### src/verilog/mac_regs_pkg.sv
package mac_regs_pkg;

   // register byte offsets
   localparam logic [7:0] CFG_OFF  = 8'h00;
   localparam logic [7:0] STAT_OFF      = 8'h24;
   localparam logic [7:0] UNMASK_OFF    = 8'h28;
   localparam logic [7:0] MASK_SET_OFF  = 8'h2c;
   localparam logic [7:0] MASK_OFF      = 8'h30;
   localparam logic [7:0] MAINT_OFF     = 8'h34;
   localparam logic [7:0] PAUSE_T_OFF   = 8'h38;
   localparam logic [7:0] PAUSE_CNT_OFF = 8'h3c;
   localparam logic [7:0] TXOK_OFF      = 8'h40;

   // interrupt status bit positions
   localparam int IRQ_W          = 14;
   localparam int MGMT_DONE_IRQ  = 0;
   localparam int RX_DONE_IRQ    = 1;
   localparam int RX_USED_IRQ    = 2;
   localparam int TX_USED_IRQ    = 3;
   localparam int TX_UNDER_IRQ   = 4;
   localparam int RETRY_IRQ      = 5;
   localparam int TX_EXHAUST_IRQ = 6;
   localparam int TX_DONE_IRQ    = 7;
   localparam int RX_OVR_IRQ     = 10;
   localparam int BUS_ERR_IRQ    = 11;
   localparam int PAUSE_RX_IRQ   = 12;
   localparam int PAUSE_ZERO_IRQ = 13;
   localparam logic [IRQ_W-1:0] MASK_RESET = 14'h3fff;

   // config register bits
   localparam int CFG_W        = 3;
   localparam int CFG_SPEED100 = 0;
   localparam int CFG_BIG      = 1;
   localparam int CFG_JUMBO    = 2;

   // maintenance frame fields
   localparam int MAINT_OP_HI  = 29;
   localparam int MAINT_OP_LO  = 28;
   localparam int MAINT_DATA_W = 16;
   localparam logic [1:0] OP_READ  = 2'h2;
   localparam logic [1:0] OP_WRITE = 2'h1;
   localparam logic [5:0] TA_FIRST_BIT   = 6'h2e;
   localparam logic [5:0] DATA_FIRST_BIT = 6'h30;
   localparam logic [5:0] LAST_BIT       = 6'h3f;

   // counter widths
   localparam int PAUSE_T_W   = 16;
   localparam int PAUSE_CNT_W = 16;
   localparam int TXOK_W      = 24;

   // frame length limits, bytes
   localparam int LEN_W = 14;
   localparam logic [LEN_W-1:0] LEN_MIN       = 14'h0040;
   localparam logic [LEN_W-1:0] LEN_MAX_STD   = 14'h05ee;
   localparam logic [LEN_W-1:0] LEN_MAX_BIG   = 14'h0600;
   localparam logic [LEN_W-1:0] LEN_MAX_JUMBO = 14'h2800;

   // pause quantum timing
   localparam int CLK_PERIOD_NS  = 20;
   localparam int BIT_NS_FAST    = 10;
   localparam int BIT_NS_SLOW    = 100;
   localparam int PAUSE_BITS     = 512;
   localparam int PRE_W          = 12;
   localparam int PAUSE_CYC_FAST = (PAUSE_BITS * BIT_NS_FAST
                                    + CLK_PERIOD_NS - 1) / CLK_PERIOD_NS;
   localparam int PAUSE_CYC_SLOW = (PAUSE_BITS * BIT_NS_SLOW
                                    + CLK_PERIOD_NS - 1) / CLK_PERIOD_NS;

   typedef enum logic [0:0] {
      MDIO_IDLE  = 1'b0,
      MDIO_SHIFT = 1'b1
   } mdio_state_e;

   typedef struct packed {
      logic bus_error;
      logic tx_done;
      logic tx_exhaust;
      logic retry_limit;
      logic tx_late_fetch;
      logic tx_used_mid;
      logic tx_qptr_write;
      logic tx_used_desc;
      logic rx_used_desc;
      logic rx_done;
   } mac_events_s;

   typedef struct packed {
      logic             valid;
      logic [LEN_W-1:0] length;
      logic             fcs_err;
      logic             align_err;
      logic             symbol_err;
   } pause_rx_s;

endpackage

### src/verilog/mac_irq_mgmt_stats.sv
`timescale 1ns/1ps
// Operation
// - bus error sets status bit 11
// - receive overrun flag rising sets bit 10
// - finished transmit sets bit 7
// - buffers exhausted mid frame sets bit 6
// - four underrun causes set bit 4
// - used descriptor read sets bit 3/2
// - frame stored in memory sets bit 1
// - management frame finished sets bit 0
// - reading status clears all status bits except those set in the same cycle
// - retry limit exceeded sets bit 5
// - enable write one clears mask bit
// - disable write one sets mask bit
// - mask readable, resets all disabled
// - op 10 read, 01 write
// - data field sent, or read result stored
// - pause time decrements every 512 bits
// - count good pause frames, length limits
// - count frames sent without underrun/retry
// - pause time reaching zero sets bit 13
module mac_irq_mgmt_stats #(
   parameter int MDC_HALF = 16
) (
   input  wire logic                      ref_clk_in,
   input  wire logic                      resetn_in,
   input  wire logic [7:0]                reg_addr_in,
   input  wire logic [31:0]               reg_wdata_in,
   input  wire logic                      reg_wr_in,
   input  wire logic                      reg_rd_in,
   output logic      [31:0]               reg_rdata_out,
   input  wire mac_regs_pkg::mac_events_s events_in,
   input  wire logic                      rx_status_overrun_in,
   input  wire mac_regs_pkg::pause_rx_s   pause_rx_in,
   input  wire logic                      mdio_in,
   output logic                           mdc_out,
   output logic                           mdio_out,
   output logic                           mdio_oe_out,
   output logic                           mgmt_busy_out,
   output logic                           irq_out
);

   localparam int DIV_W = $clog2(MDC_HALF + 1);

   generate
      if (MDC_HALF < 1) begin : g_bad_div
         $error("MDC_HALF must be at least 1");
      end
   endgenerate

   localparam int IW = mac_regs_pkg::IRQ_W;

   // register state
   logic [31:0]                        rdata_reg;
   logic [mac_regs_pkg::CFG_W-1:0]     cfg_reg;
   logic [IW-1:0]                      stat_reg;
   logic [IW-1:0]                      mask_reg;
   logic                               irq_reg;
   logic [31:0]                        maint_reg;
   logic [mac_regs_pkg::PAUSE_T_W-1:0] pause_reg;
   logic [mac_regs_pkg::PRE_W-1:0]     pre_reg;
   logic [mac_regs_pkg::PAUSE_CNT_W-1:0] pcnt_reg;
   logic [mac_regs_pkg::TXOK_W-1:0]    txok_reg;
   logic                               ovr_d_reg;
   // management link state
   mac_regs_pkg::mdio_state_e          state_reg;
   logic [DIV_W-1:0]                   div_reg;
   logic [5:0]                         idx_reg;
   logic                               mdc_reg;
   logic                               mdo_reg;
   logic                               oe_reg;
   logic [15:0]                        rd_shift_reg;
   logic                               mdi_s1_reg;
   logic                               mdi_s2_reg;

   // address decode
   wire sel_cfg = reg_addr_in == mac_regs_pkg::CFG_OFF;
   wire sel_stat   = reg_addr_in == mac_regs_pkg::STAT_OFF;
   wire sel_unmask = reg_addr_in == mac_regs_pkg::UNMASK_OFF;
   wire sel_mskset = reg_addr_in == mac_regs_pkg::MASK_SET_OFF;
   wire sel_mask   = reg_addr_in == mac_regs_pkg::MASK_OFF;
   wire sel_maint  = reg_addr_in == mac_regs_pkg::MAINT_OFF;
   wire sel_pause  = reg_addr_in == mac_regs_pkg::PAUSE_T_OFF;
   wire sel_pcnt   = reg_addr_in == mac_regs_pkg::PAUSE_CNT_OFF;
   wire sel_txok   = reg_addr_in == mac_regs_pkg::TXOK_OFF;

   wire cfg_wr    = reg_wr_in && sel_cfg;
   wire stat_rd   = reg_rd_in && sel_stat;
   wire unmask_wr = reg_wr_in && sel_unmask;
   wire mskset_wr = reg_wr_in && sel_mskset;
   wire pause_wr  = reg_wr_in && sel_pause;
   wire pcnt_wr   = reg_wr_in && sel_pcnt;
   wire txok_wr   = reg_wr_in && sel_txok;
   // a new frame is only accepted while the link is idle
   wire maint_wr = reg_wr_in && sel_maint &&
                   state_reg == mac_regs_pkg::MDIO_IDLE;

   wire [IW-1:0] wr_bits = reg_wdata_in[IW-1:0];

   // read mux; unmapped and write-only offsets read zero
   wire [31:0] rd_mux =
      sel_cfg   ? {{(32-mac_regs_pkg::CFG_W){1'b0}}, cfg_reg} :
      sel_stat  ? {{(32-IW){1'b0}}, stat_reg} :
      sel_mask  ? {{(32-IW){1'b0}}, mask_reg} :
      sel_maint ? maint_reg :
      sel_pause ? {16'h0000, pause_reg} :
      sel_pcnt  ? {16'h0000, pcnt_reg} :
      sel_txok  ? {8'h00, txok_reg} :
      32'h0000_0000;

   // management frame sequencing
   wire is_read  =
      maint_reg[mac_regs_pkg::MAINT_OP_HI:mac_regs_pkg::MAINT_OP_LO]
      == mac_regs_pkg::OP_READ;
   wire shifting = state_reg == mac_regs_pkg::MDIO_SHIFT;
   wire div_tick = shifting && div_reg == DIV_W'(MDC_HALF - 1);
   wire rise     = div_tick && !mdc_reg;
   wire fall     = div_tick && mdc_reg;
   wire finish   = fall && idx_reg == mac_regs_pkg::LAST_BIT;
   wire [5:0] idx_inc = idx_reg + 6'h01;
   // 32 preamble ones, then the register contents msb first
   wire next_bit = idx_inc[5] ? maint_reg[~idx_inc[4:0]] : 1'b1;
   // release the line from the turnaround on for reads
   wire next_oe  = !(is_read && idx_inc >= mac_regs_pkg::TA_FIRST_BIT);
   wire capture  = rise && is_read &&
                   idx_reg >= mac_regs_pkg::DATA_FIRST_BIT;
   wire [15:0] rd_shift_next = {rd_shift_reg[14:0], mdi_s2_reg};

   // pause timer prescaler: one tick per 512 bit times
   wire [mac_regs_pkg::PRE_W-1:0] pre_last =
      cfg_reg[mac_regs_pkg::CFG_SPEED100] ?
      mac_regs_pkg::PRE_W'(mac_regs_pkg::PAUSE_CYC_FAST - 1) :
      mac_regs_pkg::PRE_W'(mac_regs_pkg::PAUSE_CYC_SLOW - 1);
   wire pause_nz   = pause_reg != '0;
   wire pause_tick = pause_nz && pre_reg == pre_last;
   wire pause_zero = pause_tick && !pause_wr &&
                     pause_reg == mac_regs_pkg::PAUSE_T_W'(1);

   // good pause frame qualification
   wire [mac_regs_pkg::LEN_W-1:0] len_max =
      cfg_reg[mac_regs_pkg::CFG_JUMBO] ? mac_regs_pkg::LEN_MAX_JUMBO :
      cfg_reg[mac_regs_pkg::CFG_BIG]   ? mac_regs_pkg::LEN_MAX_BIG   :
      mac_regs_pkg::LEN_MAX_STD;
   wire pause_good = pause_rx_in.valid &&
                     pause_rx_in.length >= mac_regs_pkg::LEN_MIN &&
                     pause_rx_in.length <= len_max &&
                     !pause_rx_in.fcs_err && !pause_rx_in.align_err &&
                     !pause_rx_in.symbol_err;

   // transmit outcome
   wire tx_underrun = events_in.tx_late_fetch || events_in.bus_error ||
                      events_in.tx_used_mid ||
                      events_in.tx_qptr_write;
   wire tx_ok = events_in.tx_done && !tx_underrun &&
                !events_in.retry_limit;
   wire ovr_rise = rx_status_overrun_in && !ovr_d_reg;

   // status set vector
   logic [IW-1:0] irq_set;
   always_comb begin
      irq_set = '0;
      irq_set[mac_regs_pkg::MGMT_DONE_IRQ]  = finish;
      irq_set[mac_regs_pkg::RX_DONE_IRQ]    = events_in.rx_done;
      irq_set[mac_regs_pkg::RX_USED_IRQ]    = events_in.rx_used_desc;
      irq_set[mac_regs_pkg::TX_USED_IRQ]    = events_in.tx_used_desc;
      irq_set[mac_regs_pkg::TX_UNDER_IRQ]   = tx_underrun;
      irq_set[mac_regs_pkg::RETRY_IRQ]      = events_in.retry_limit;
      irq_set[mac_regs_pkg::TX_EXHAUST_IRQ] = events_in.tx_exhaust;
      irq_set[mac_regs_pkg::TX_DONE_IRQ]    = events_in.tx_done;
      irq_set[mac_regs_pkg::RX_OVR_IRQ]     = ovr_rise;
      irq_set[mac_regs_pkg::BUS_ERR_IRQ]    = events_in.bus_error;
      irq_set[mac_regs_pkg::PAUSE_RX_IRQ]   = pause_good;
      irq_set[mac_regs_pkg::PAUSE_ZERO_IRQ] = pause_zero;
   end

   // set wins over the clear-on-read so no event is lost
   wire [IW-1:0] stat_next = (stat_rd ? '0 : stat_reg) | irq_set;
   wire [IW-1:0] mask_next =
      (mask_reg & ~(unmask_wr ? wr_bits : '0)) |
      (mskset_wr ? wr_bits : '0);

   // bus slave and interrupt registers
   always_ff @(posedge ref_clk_in or negedge resetn_in) begin
      if (!resetn_in) begin
         rdata_reg <= 32'h0000_0000;
         cfg_reg   <= '0;
         stat_reg  <= '0;
         mask_reg  <= mac_regs_pkg::MASK_RESET;
         irq_reg   <= 1'b0;
         ovr_d_reg <= 1'b0;
      end else begin
         rdata_reg <= reg_rd_in ? rd_mux : 32'h0000_0000;
         if (cfg_wr) begin
            cfg_reg <= reg_wdata_in[mac_regs_pkg::CFG_W-1:0];
         end
         stat_reg  <= stat_next;
         mask_reg  <= mask_next;
         irq_reg   <= |(stat_reg & ~mask_reg);
         ovr_d_reg <= rx_status_overrun_in;
      end
   end

   // pause timer and statistics counters; software writes win
   always_ff @(posedge ref_clk_in or negedge resetn_in) begin
      if (!resetn_in) begin
         pause_reg <= '0;
         pre_reg   <= '0;
         pcnt_reg  <= '0;
         txok_reg  <= '0;
      end else begin
         if (pause_wr) begin
            pause_reg <= reg_wdata_in[mac_regs_pkg::PAUSE_T_W-1:0];
         end else if (pause_tick) begin
            pause_reg <= pause_reg - mac_regs_pkg::PAUSE_T_W'(1);
         end
         if (pause_wr || !pause_nz || pause_tick) begin
            pre_reg <= '0;
         end else begin
            pre_reg <= pre_reg + mac_regs_pkg::PRE_W'(1);
         end
         if (pcnt_wr) begin
            pcnt_reg <= reg_wdata_in[mac_regs_pkg::PAUSE_CNT_W-1:0];
         end else if (pause_good) begin
            pcnt_reg <= pcnt_reg + mac_regs_pkg::PAUSE_CNT_W'(1);
         end
         if (txok_wr) begin
            txok_reg <= reg_wdata_in[mac_regs_pkg::TXOK_W-1:0];
         end else if (tx_ok) begin
            txok_reg <= txok_reg + mac_regs_pkg::TXOK_W'(1);
         end
      end
   end

   // maintenance register: loaded by software, read data returned
   always_ff @(posedge ref_clk_in or negedge resetn_in) begin
      if (!resetn_in) begin
         maint_reg <= 32'h0000_0000;
      end else if (maint_wr) begin
         maint_reg <= reg_wdata_in;
      end else if (finish && is_read) begin
         // all 16 bits were captured at the rises; no extra shift here
         maint_reg[mac_regs_pkg::MAINT_DATA_W-1:0] <= rd_shift_reg;
      end
   end

   // the data pin arrives from outside: two flops before use
   always_ff @(posedge ref_clk_in or negedge resetn_in) begin
      if (!resetn_in) begin
         mdi_s1_reg <= 1'b0;
         mdi_s2_reg <= 1'b0;
      end else begin
         mdi_s1_reg <= mdio_in;
         mdi_s2_reg <= mdi_s1_reg;
      end
   end

   // serial engine: bits change on the falling clock, read on rising
   always_ff @(posedge ref_clk_in or negedge resetn_in) begin
      if (!resetn_in) begin
         state_reg    <= mac_regs_pkg::MDIO_IDLE;
         div_reg      <= '0;
         idx_reg      <= '0;
         mdc_reg      <= 1'b0;
         mdo_reg      <= 1'b0;
         oe_reg       <= 1'b0;
         rd_shift_reg <= '0;
      end else begin
         case (state_reg)
            mac_regs_pkg::MDIO_IDLE: begin
               if (maint_wr) begin
                  state_reg <= mac_regs_pkg::MDIO_SHIFT;
                  div_reg   <= '0;
                  idx_reg   <= '0;
                  mdo_reg   <= 1'b1;
                  oe_reg    <= 1'b1;
               end
            end
            mac_regs_pkg::MDIO_SHIFT: begin
               div_reg <= div_tick ? '0 : div_reg + DIV_W'(1);
               if (rise) begin
                  mdc_reg <= 1'b1;
               end
               if (capture) begin
                  rd_shift_reg <= rd_shift_next;
               end
               if (finish) begin
                  state_reg <= mac_regs_pkg::MDIO_IDLE;
                  mdc_reg   <= 1'b0;
                  mdo_reg   <= 1'b0;
                  oe_reg    <= 1'b0;
               end else if (fall) begin
                  mdc_reg <= 1'b0;
                  idx_reg <= idx_inc;
                  mdo_reg <= next_bit;
                  oe_reg  <= next_oe;
               end
            end
            default: begin
               state_reg <= mac_regs_pkg::MDIO_IDLE;
            end
         endcase
      end
   end

   assign reg_rdata_out = rdata_reg;
   assign mdc_out       = mdc_reg;
   assign mdio_out      = mdo_reg;
   assign mdio_oe_out   = oe_reg;
   assign mgmt_busy_out = state_reg;
   assign irq_out       = irq_reg;
endmodule

### config.mk
export PLATFORM = sky130hd
export DESIGN_NAME = mac_irq_mgmt_stats
export DESIGN_NICKNAME = d
export VERILOG_FILES = /design/src/verilog/mac_regs_pkg.sv /design/src/verilog/mac_irq_mgmt_stats.sv
export SDC_FILE = /design/constraint.sdc
export NUM_CORES = 1
export LEC_CHECK = 0
export BUFFER_PORTS_ARGS = -buffer_cell sky130_fd_sc_hd__buf_2
export CAP_MARGIN = 15
export CORE_UTILIZATION = 45
export CTS_BUF_LIST = sky130_fd_sc_hd__clkbuf_4 sky130_fd_sc_hd__clkbuf_8
export CTS_CLUSTER_SIZE = 30
export DETAILED_ROUTE_END_ITERATION = 6
export GPL_TIMING_DRIVEN = 1
export PLACE_DENSITY = 0.7
export SLEW_MARGIN = 30
export SYNTH_ARGS = -nofsm -noshare
export SYNTH_HDL_FRONTEND = slang
export SYNTH_SLANG_ARGS = --single-unit
### constraint.sdc
create_clock -name ref_clk_in -period 2.5 [get_ports ref_clk_in]
set_input_delay 0.5 -clock ref_clk_in [delete_from_list [all_inputs] [get_ports ref_clk_in]]
set_output_delay 0.5 -clock ref_clk_in [all_outputs]
set_load 0.005 [all_outputs]
==> impl_metrics.prom <==
# TYPE chip_impl_metric gauge
chip_impl_metric{name="powerDensity",unit="nW/um^2"} 560
chip_impl_metric{name="final.hold.worst_slack",unit="ns"} 0.122
chip_impl_metric{name="floorplan.initialDensity",unit="%"} 45.9
chip_impl_metric{name="maximum_clock_path_buffer_count",unit=""} 2
chip_impl_metric{name="groute.usage.overall",unit="%"} 25.1
chip_impl_metric{name="clock_latency_reported_for_the_late_side_of_the_worst_skew_pair",unit="ns"} 0.47
chip_impl_metric{name="grt_first_pass_wirelength",unit="mm"} 43.3
chip_impl_info{name="worst_hold_startpoint",value="mdio_in"} 1
chip_impl_metric{name="max_freq",unit="GHz"} 0.385
chip_impl_metric{name="route.final.wire_length",unit="mm"} 27.8
chip_impl_info{name="crit_path_cell_trace",value="or3_1 -> or4_4 -> or4b_4 -> nand4_1 -> buf_6 -> nor3_4 -> xnor2_1 -> o21ai_1"} 1
chip_impl_metric{name="setup_ws",unit="ns"} -0.0950
chip_impl_info{name="endpoint_kind",value="register"} 1
chip_impl_metric{name="place.gp.congestion",unit=""} 0.912
chip_impl_metric{name="p_sw_share",unit="%"} 28.5
chip_impl_info{name="status",value="complete, but fails checks"} 1
chip_impl_info{name="r2r-end",value="pause_reg[7]"} 1
chip_impl_metric{name="grt_overflow",unit=""} 0
chip_impl_metric{name="synthesis.area",unit="sq um"} 9980
chip_impl_metric{name="number_of_buffers_and_inverters_on_the_critical_path",unit=""} 1
chip_impl_metric{name="clkSlewWorstSetupHoldPaths",unit="ns"} 0.10
chip_impl_metric{name="max-slew-margin-rel",unit="%"} 67.1
chip_impl_metric{name="pin_count_of_the_biggest_net_entering_global_routing",unit=""} 66
chip_impl_info{name="root_buffer",value="sky130_fd_sc_hd__clkbuf_8"} 1
chip_impl_metric{name="placement.io_buffers",unit=""} 110
chip_impl_metric{name="number_of_synthesized_flops_with_an_enable_pin",unit=""} 0
chip_impl_metric{name="placement_rows",unit=""} 54
chip_impl_metric{name="worstPathArrival",unit="ns"} 2.95
chip_impl_metric{name="critical_path_peak_fanout",unit=""} 6
chip_impl_metric{name="hold-path-cell-count",unit=""} 1
chip_impl_info{name="layout_commonest_cell",value="sky130_fd_sc_hd__dfrtp_1"} 1
chip_impl_metric{name="netSwitchingPower",unit="mW"} 1.92
chip_impl_metric{name="dieWidth",unit="um"} 151
chip_impl_metric{name="clock-skew-final",unit="ns"} 0.0207
chip_impl_metric{name="antenna_cells",unit=""} 0
chip_impl_metric{name="synth.avg_cell_area",unit="sq um"} 9.76
chip_impl_metric{name="wire_per_inst",unit="um"} 18.9
chip_impl_info{name="synth.largest_area_cell",value="sky130_fd_sc_hd__dfrtp_1"} 1
chip_impl_info{name="layout_common_cells",value="182 x sky130_fd_sc_hd__dfrtp_1, 135 x sky130_fd_sc_hd__nand2_1, 109 x sky130_fd_sc_hd__buf_2"} 1
chip_impl_metric{name="drt_pre_antenna_iters",unit=""} 7
chip_impl_metric{name="chipHeight",unit="um"} 151
chip_impl_metric{name="p_comb_share",unit="%"} 14.1
chip_impl_info{name="min_delay_worst_endpoint",value="mdi_s1_reg"} 1
chip_impl_metric{name="worst-r2r-setup-slack",unit="ns"} -0.09
chip_impl_metric{name="dieArea",unit="sq um"} 22800
chip_impl_metric{name="detailedRoute.firstIterationViolations",unit=""} 812
chip_impl_metric{name="cts.htree.levels",unit=""} 4
chip_impl_metric{name="timing.max_cap.violations",unit=""} 0
chip_impl_metric{name="area_fraction_of_the_dominant_cell_type_after_synthesis",unit="%"} 45.7
chip_impl_metric{name="vias",unit=""} 8418
chip_impl_metric{name="critical_path_required",unit="ns"} 2.86
chip_impl_metric{name="tritoncts_num_sinks",unit=""} 196
chip_impl_metric{name="leakagePower",unit="nW"} 5.44
chip_impl_metric{name="fin_crit_sh",unit="%"} 104
chip_impl_metric{name="postSynthCellCount",unit=""} 1022
chip_impl_metric{name="postSynthRegisterBits",unit=""} 196
chip_impl_metric{name="cts_buffers",unit=""} 17
chip_impl_metric{name="area.growth.synth_to_final",unit="%"} 20.4
chip_impl_metric{name="worstRegToRegCells",unit=""} 8
chip_impl_metric{name="place_worst_setup_slack",unit="ns"} -0.184
chip_impl_metric{name="num-nets-final",unit=""} 1272
chip_impl_info{name="failed_checks",value="DRC, setup timing"} 1
chip_impl_metric{name="count_of_nets_left_with_antenna_violations_after_detail_routing",unit=""} 0
chip_impl_metric{name="ir_drop",unit="mV"} 0.335
chip_impl_metric{name="number_of_antenna_violations_at_the_first_check_in_global_routing",unit=""} 0
chip_impl_metric{name="worst-slew-pin-transition",unit="ns"} 0.488
chip_impl_info{name="timing.critical_path.slowest_stage_cell",value="sky130_fd_sc_hd__or4b_4"} 1
chip_impl_metric{name="synth-seq-area-share",unit="%"} 49.3
chip_impl_metric{name="synth-async-reset-ratio",unit="%"} 100
chip_impl_metric{name="cp_slowest_stage_delay",unit="ns"} 0.59
chip_impl_metric{name="drc",unit=""} 1
chip_impl_metric{name="coreArea",unit="sq um"} 21800
chip_impl_info{name="clock_tree_from_tritoncts",value="done"} 1
chip_impl_metric{name="final_layout_size_suffix_gt1_share",unit="%"} 26.5
chip_impl_info{name="crit_type",value="register to register"} 1
chip_impl_info{name="critical_path.startpoint",value="pause_reg[9]"} 1
chip_impl_metric{name="timing_hold_violations_final",unit=""} 0
chip_impl_metric{name="timing.final.max_slew_violations",unit=""} 0
chip_impl_info{name="rsz_0062_raised_after_global_routing",value="yes"} 1
chip_impl_metric{name="ys.warnings.count",unit=""} 0
chip_impl_metric{name="internal_power",unit="mW"} 4.81
chip_impl_metric{name="grt_pass1_vias",unit=""} 8055
chip_impl_info{name="regToRegStartpoint",value="pause_reg[9]"} 1
chip_impl_metric{name="finalSetupViolations",unit=""} 16
chip_impl_metric{name="library_cells_used_by_synthesis",unit=""} 63
chip_impl_info{name="critical-path-top-delay-family",value="simple AND/OR/NAND/NOR gates"} 1
chip_impl_metric{name="clkPwrFrac",unit="%"} 30.8
chip_impl_info{name="synth.top_cells.by_area",value="sky130_fd_sc_hd__dfrtp_1 46%, sky130_fd_sc_hd__nand2_1 5.1%, sky130_fd_sc_hd__mux2_2 4.5%"} 1
chip_impl_metric{name="finalWorstPathRequiredPeriod",unit="ns"} 2.59
chip_impl_metric{name="dpl.hpwl",unit="mm"} 20.4
chip_impl_metric{name="power_frac_seq",unit="%"} 55.2
chip_impl_info{name="setup.worst_path.start_class",value="register"} 1
chip_impl_metric{name="pin_count",unit=""} 111
chip_impl_metric{name="synthesis.nets",unit=""} 1111
chip_impl_metric{name="route.detailed.vias_per_inst",unit=""} 5.71
chip_impl_info{name="ys_dominant_reg_cell",value="sky130_fd_sc_hd__dfrtp_1"} 1
chip_impl_info{name="hold_class",value="input port to register"} 1
-- metal layers --
metal	part of all wire (%)	global-route usage (%)
met1	45	35.4
met2	45	38.2
met3	7.2	5.63
met4	2.8	8.35
met5	0	0
-- stage by stage --
stage	instance area (sq um)	TNS, ns	instances	power [mW]	utilization, %
floorplan	10000	0	1022	4.24	-
global placement	11400	-0.380	1436	4.65	52.3
detailed placement	11400	-1.60	1436	4.69	52.3
CTS	11800	0	1470	6.74	54.3
global route	12000	-2.70	1475	7.05	55.2
finish	12000	-0.794	1475	6.73	55.2
-- how the worst max path moves through the flow --
stage | to | slack [ns] | depth (start not counted)
after floorplan | pcnt_reg[5] | 0.04 | 9
after global placement | pcnt_reg[5] | -0.09 | 8
after detailed placement | pcnt_reg[5] | -0.18 | 8
after CTS | pause_reg[7] | 0.004 | 8
after global routing | pause_reg[11] | -0.18 | 8
final | pause_reg[7] | -0.09 | 8
-- cell usage after synthesis (4+ instances only) --
library cell / n
sky130_fd_sc_hd__nand4_1: 9
sky130_fd_sc_hd__xor2_1: 35
sky130_fd_sc_hd__xnor2_1: 31
sky130_fd_sc_hd__nor2b_1: 5
sky130_fd_sc_hd__nand3_1: 23
sky130_fd_sc_hd__or4_1: 4
sky130_fd_sc_hd__o21ai_0: 80
sky130_fd_sc_hd__dfstp_2: 14
sky130_fd_sc_hd__a22o_1: 5
sky130_fd_sc_hd__clkbuf_1: 33
sky130_fd_sc_hd__a21o_1: 10
sky130_fd_sc_hd__mux2i_1: 23
sky130_fd_sc_hd__o211ai_1: 5
sky130_fd_sc_hd__nor2_1: 108
sky130_fd_sc_hd__o21ai_1: 4
sky130_fd_sc_hd__nor3_1: 11
sky130_fd_sc_hd__mux4_2: 9
sky130_fd_sc_hd__and2_1: 14
sky130_fd_sc_hd__nor4_1: 7
sky130_fd_sc_hd__buf_1: 6
sky130_fd_sc_hd__or2_2: 5
sky130_fd_sc_hd__a31oi_1: 4
sky130_fd_sc_hd__a22oi_1: 17
sky130_fd_sc_hd__and3_1: 17
sky130_fd_sc_hd__ha_1: 15
sky130_fd_sc_hd__a21oi_1: 71
sky130_fd_sc_hd__a222oi_1: 4
sky130_fd_sc_hd__nand2b_1: 15
sky130_fd_sc_hd__inv_1: 24
sky130_fd_sc_hd__nand2_1: 136
sky130_fd_sc_hd__o22ai_1: 6
sky130_fd_sc_hd__dfrtp_1: 182
sky130_fd_sc_hd__mux2_2: 40
-- power by group through the flow --
stage | registers, mW | logic [mW] | clock network (mW)
after global routing | 3.74 | 1.07 | 2.23
after floorplan | 3.67 | 0.571 | 0
final | 3.71 | 0.946 | 2.07
after CTS | 3.70 | 0.938 | 2.10
after global placement | 3.75 | 0.893 | 0
after detailed placement | 3.76 | 0.932 | 0
-- worst reg2reg max path: cells and delay by family (launching register included) --
kind                   cells  cell delay [ns]
buffers and inverters      1             0.16
XOR/XNOR                   1             0.17
flip-flops                 1             0.41
AND/OR/NAND/NOR            5             1.66
AO/OA/AOI/OAI              1             0.09
-- repair_timing --
item / 4_1_cts / 5_1_grt
endpoints found under the hold margin: 40 / 0
hold buffers: 1 / 0
resized for setup: 4 / 37
setup endpoints to repair: 6 / 36
setup buffers: 2 / 4
pin swaps: 3 / 23
cloned: 0 / 1
-- cell type report --
type,count,area (sq um)
Clock buffer,20,263
Tap cell,280,350
Sequential cell,196,4920
Timing Repair Buffer,185,1270
Multi-Input combinational cell,759,4990
Clock inverter,11,129
Fill cell,1907,9740
Inverter,24,90.1
-- cell families after synthesis --
family	after synthesis	share of synthesized area [%]
AND/OR/NAND/NOR	378	17.9
AO/OA/AOI/OAI	227	13.5
flip-flops	196	49.3
multiplexers	72	8.85
buffers and inverters	67	2.63
XOR/XNOR	66	5.79
adder cells (fa/ha/maj)	16	1.98
No activity file was read; power rests on OpenSTA's default activity.
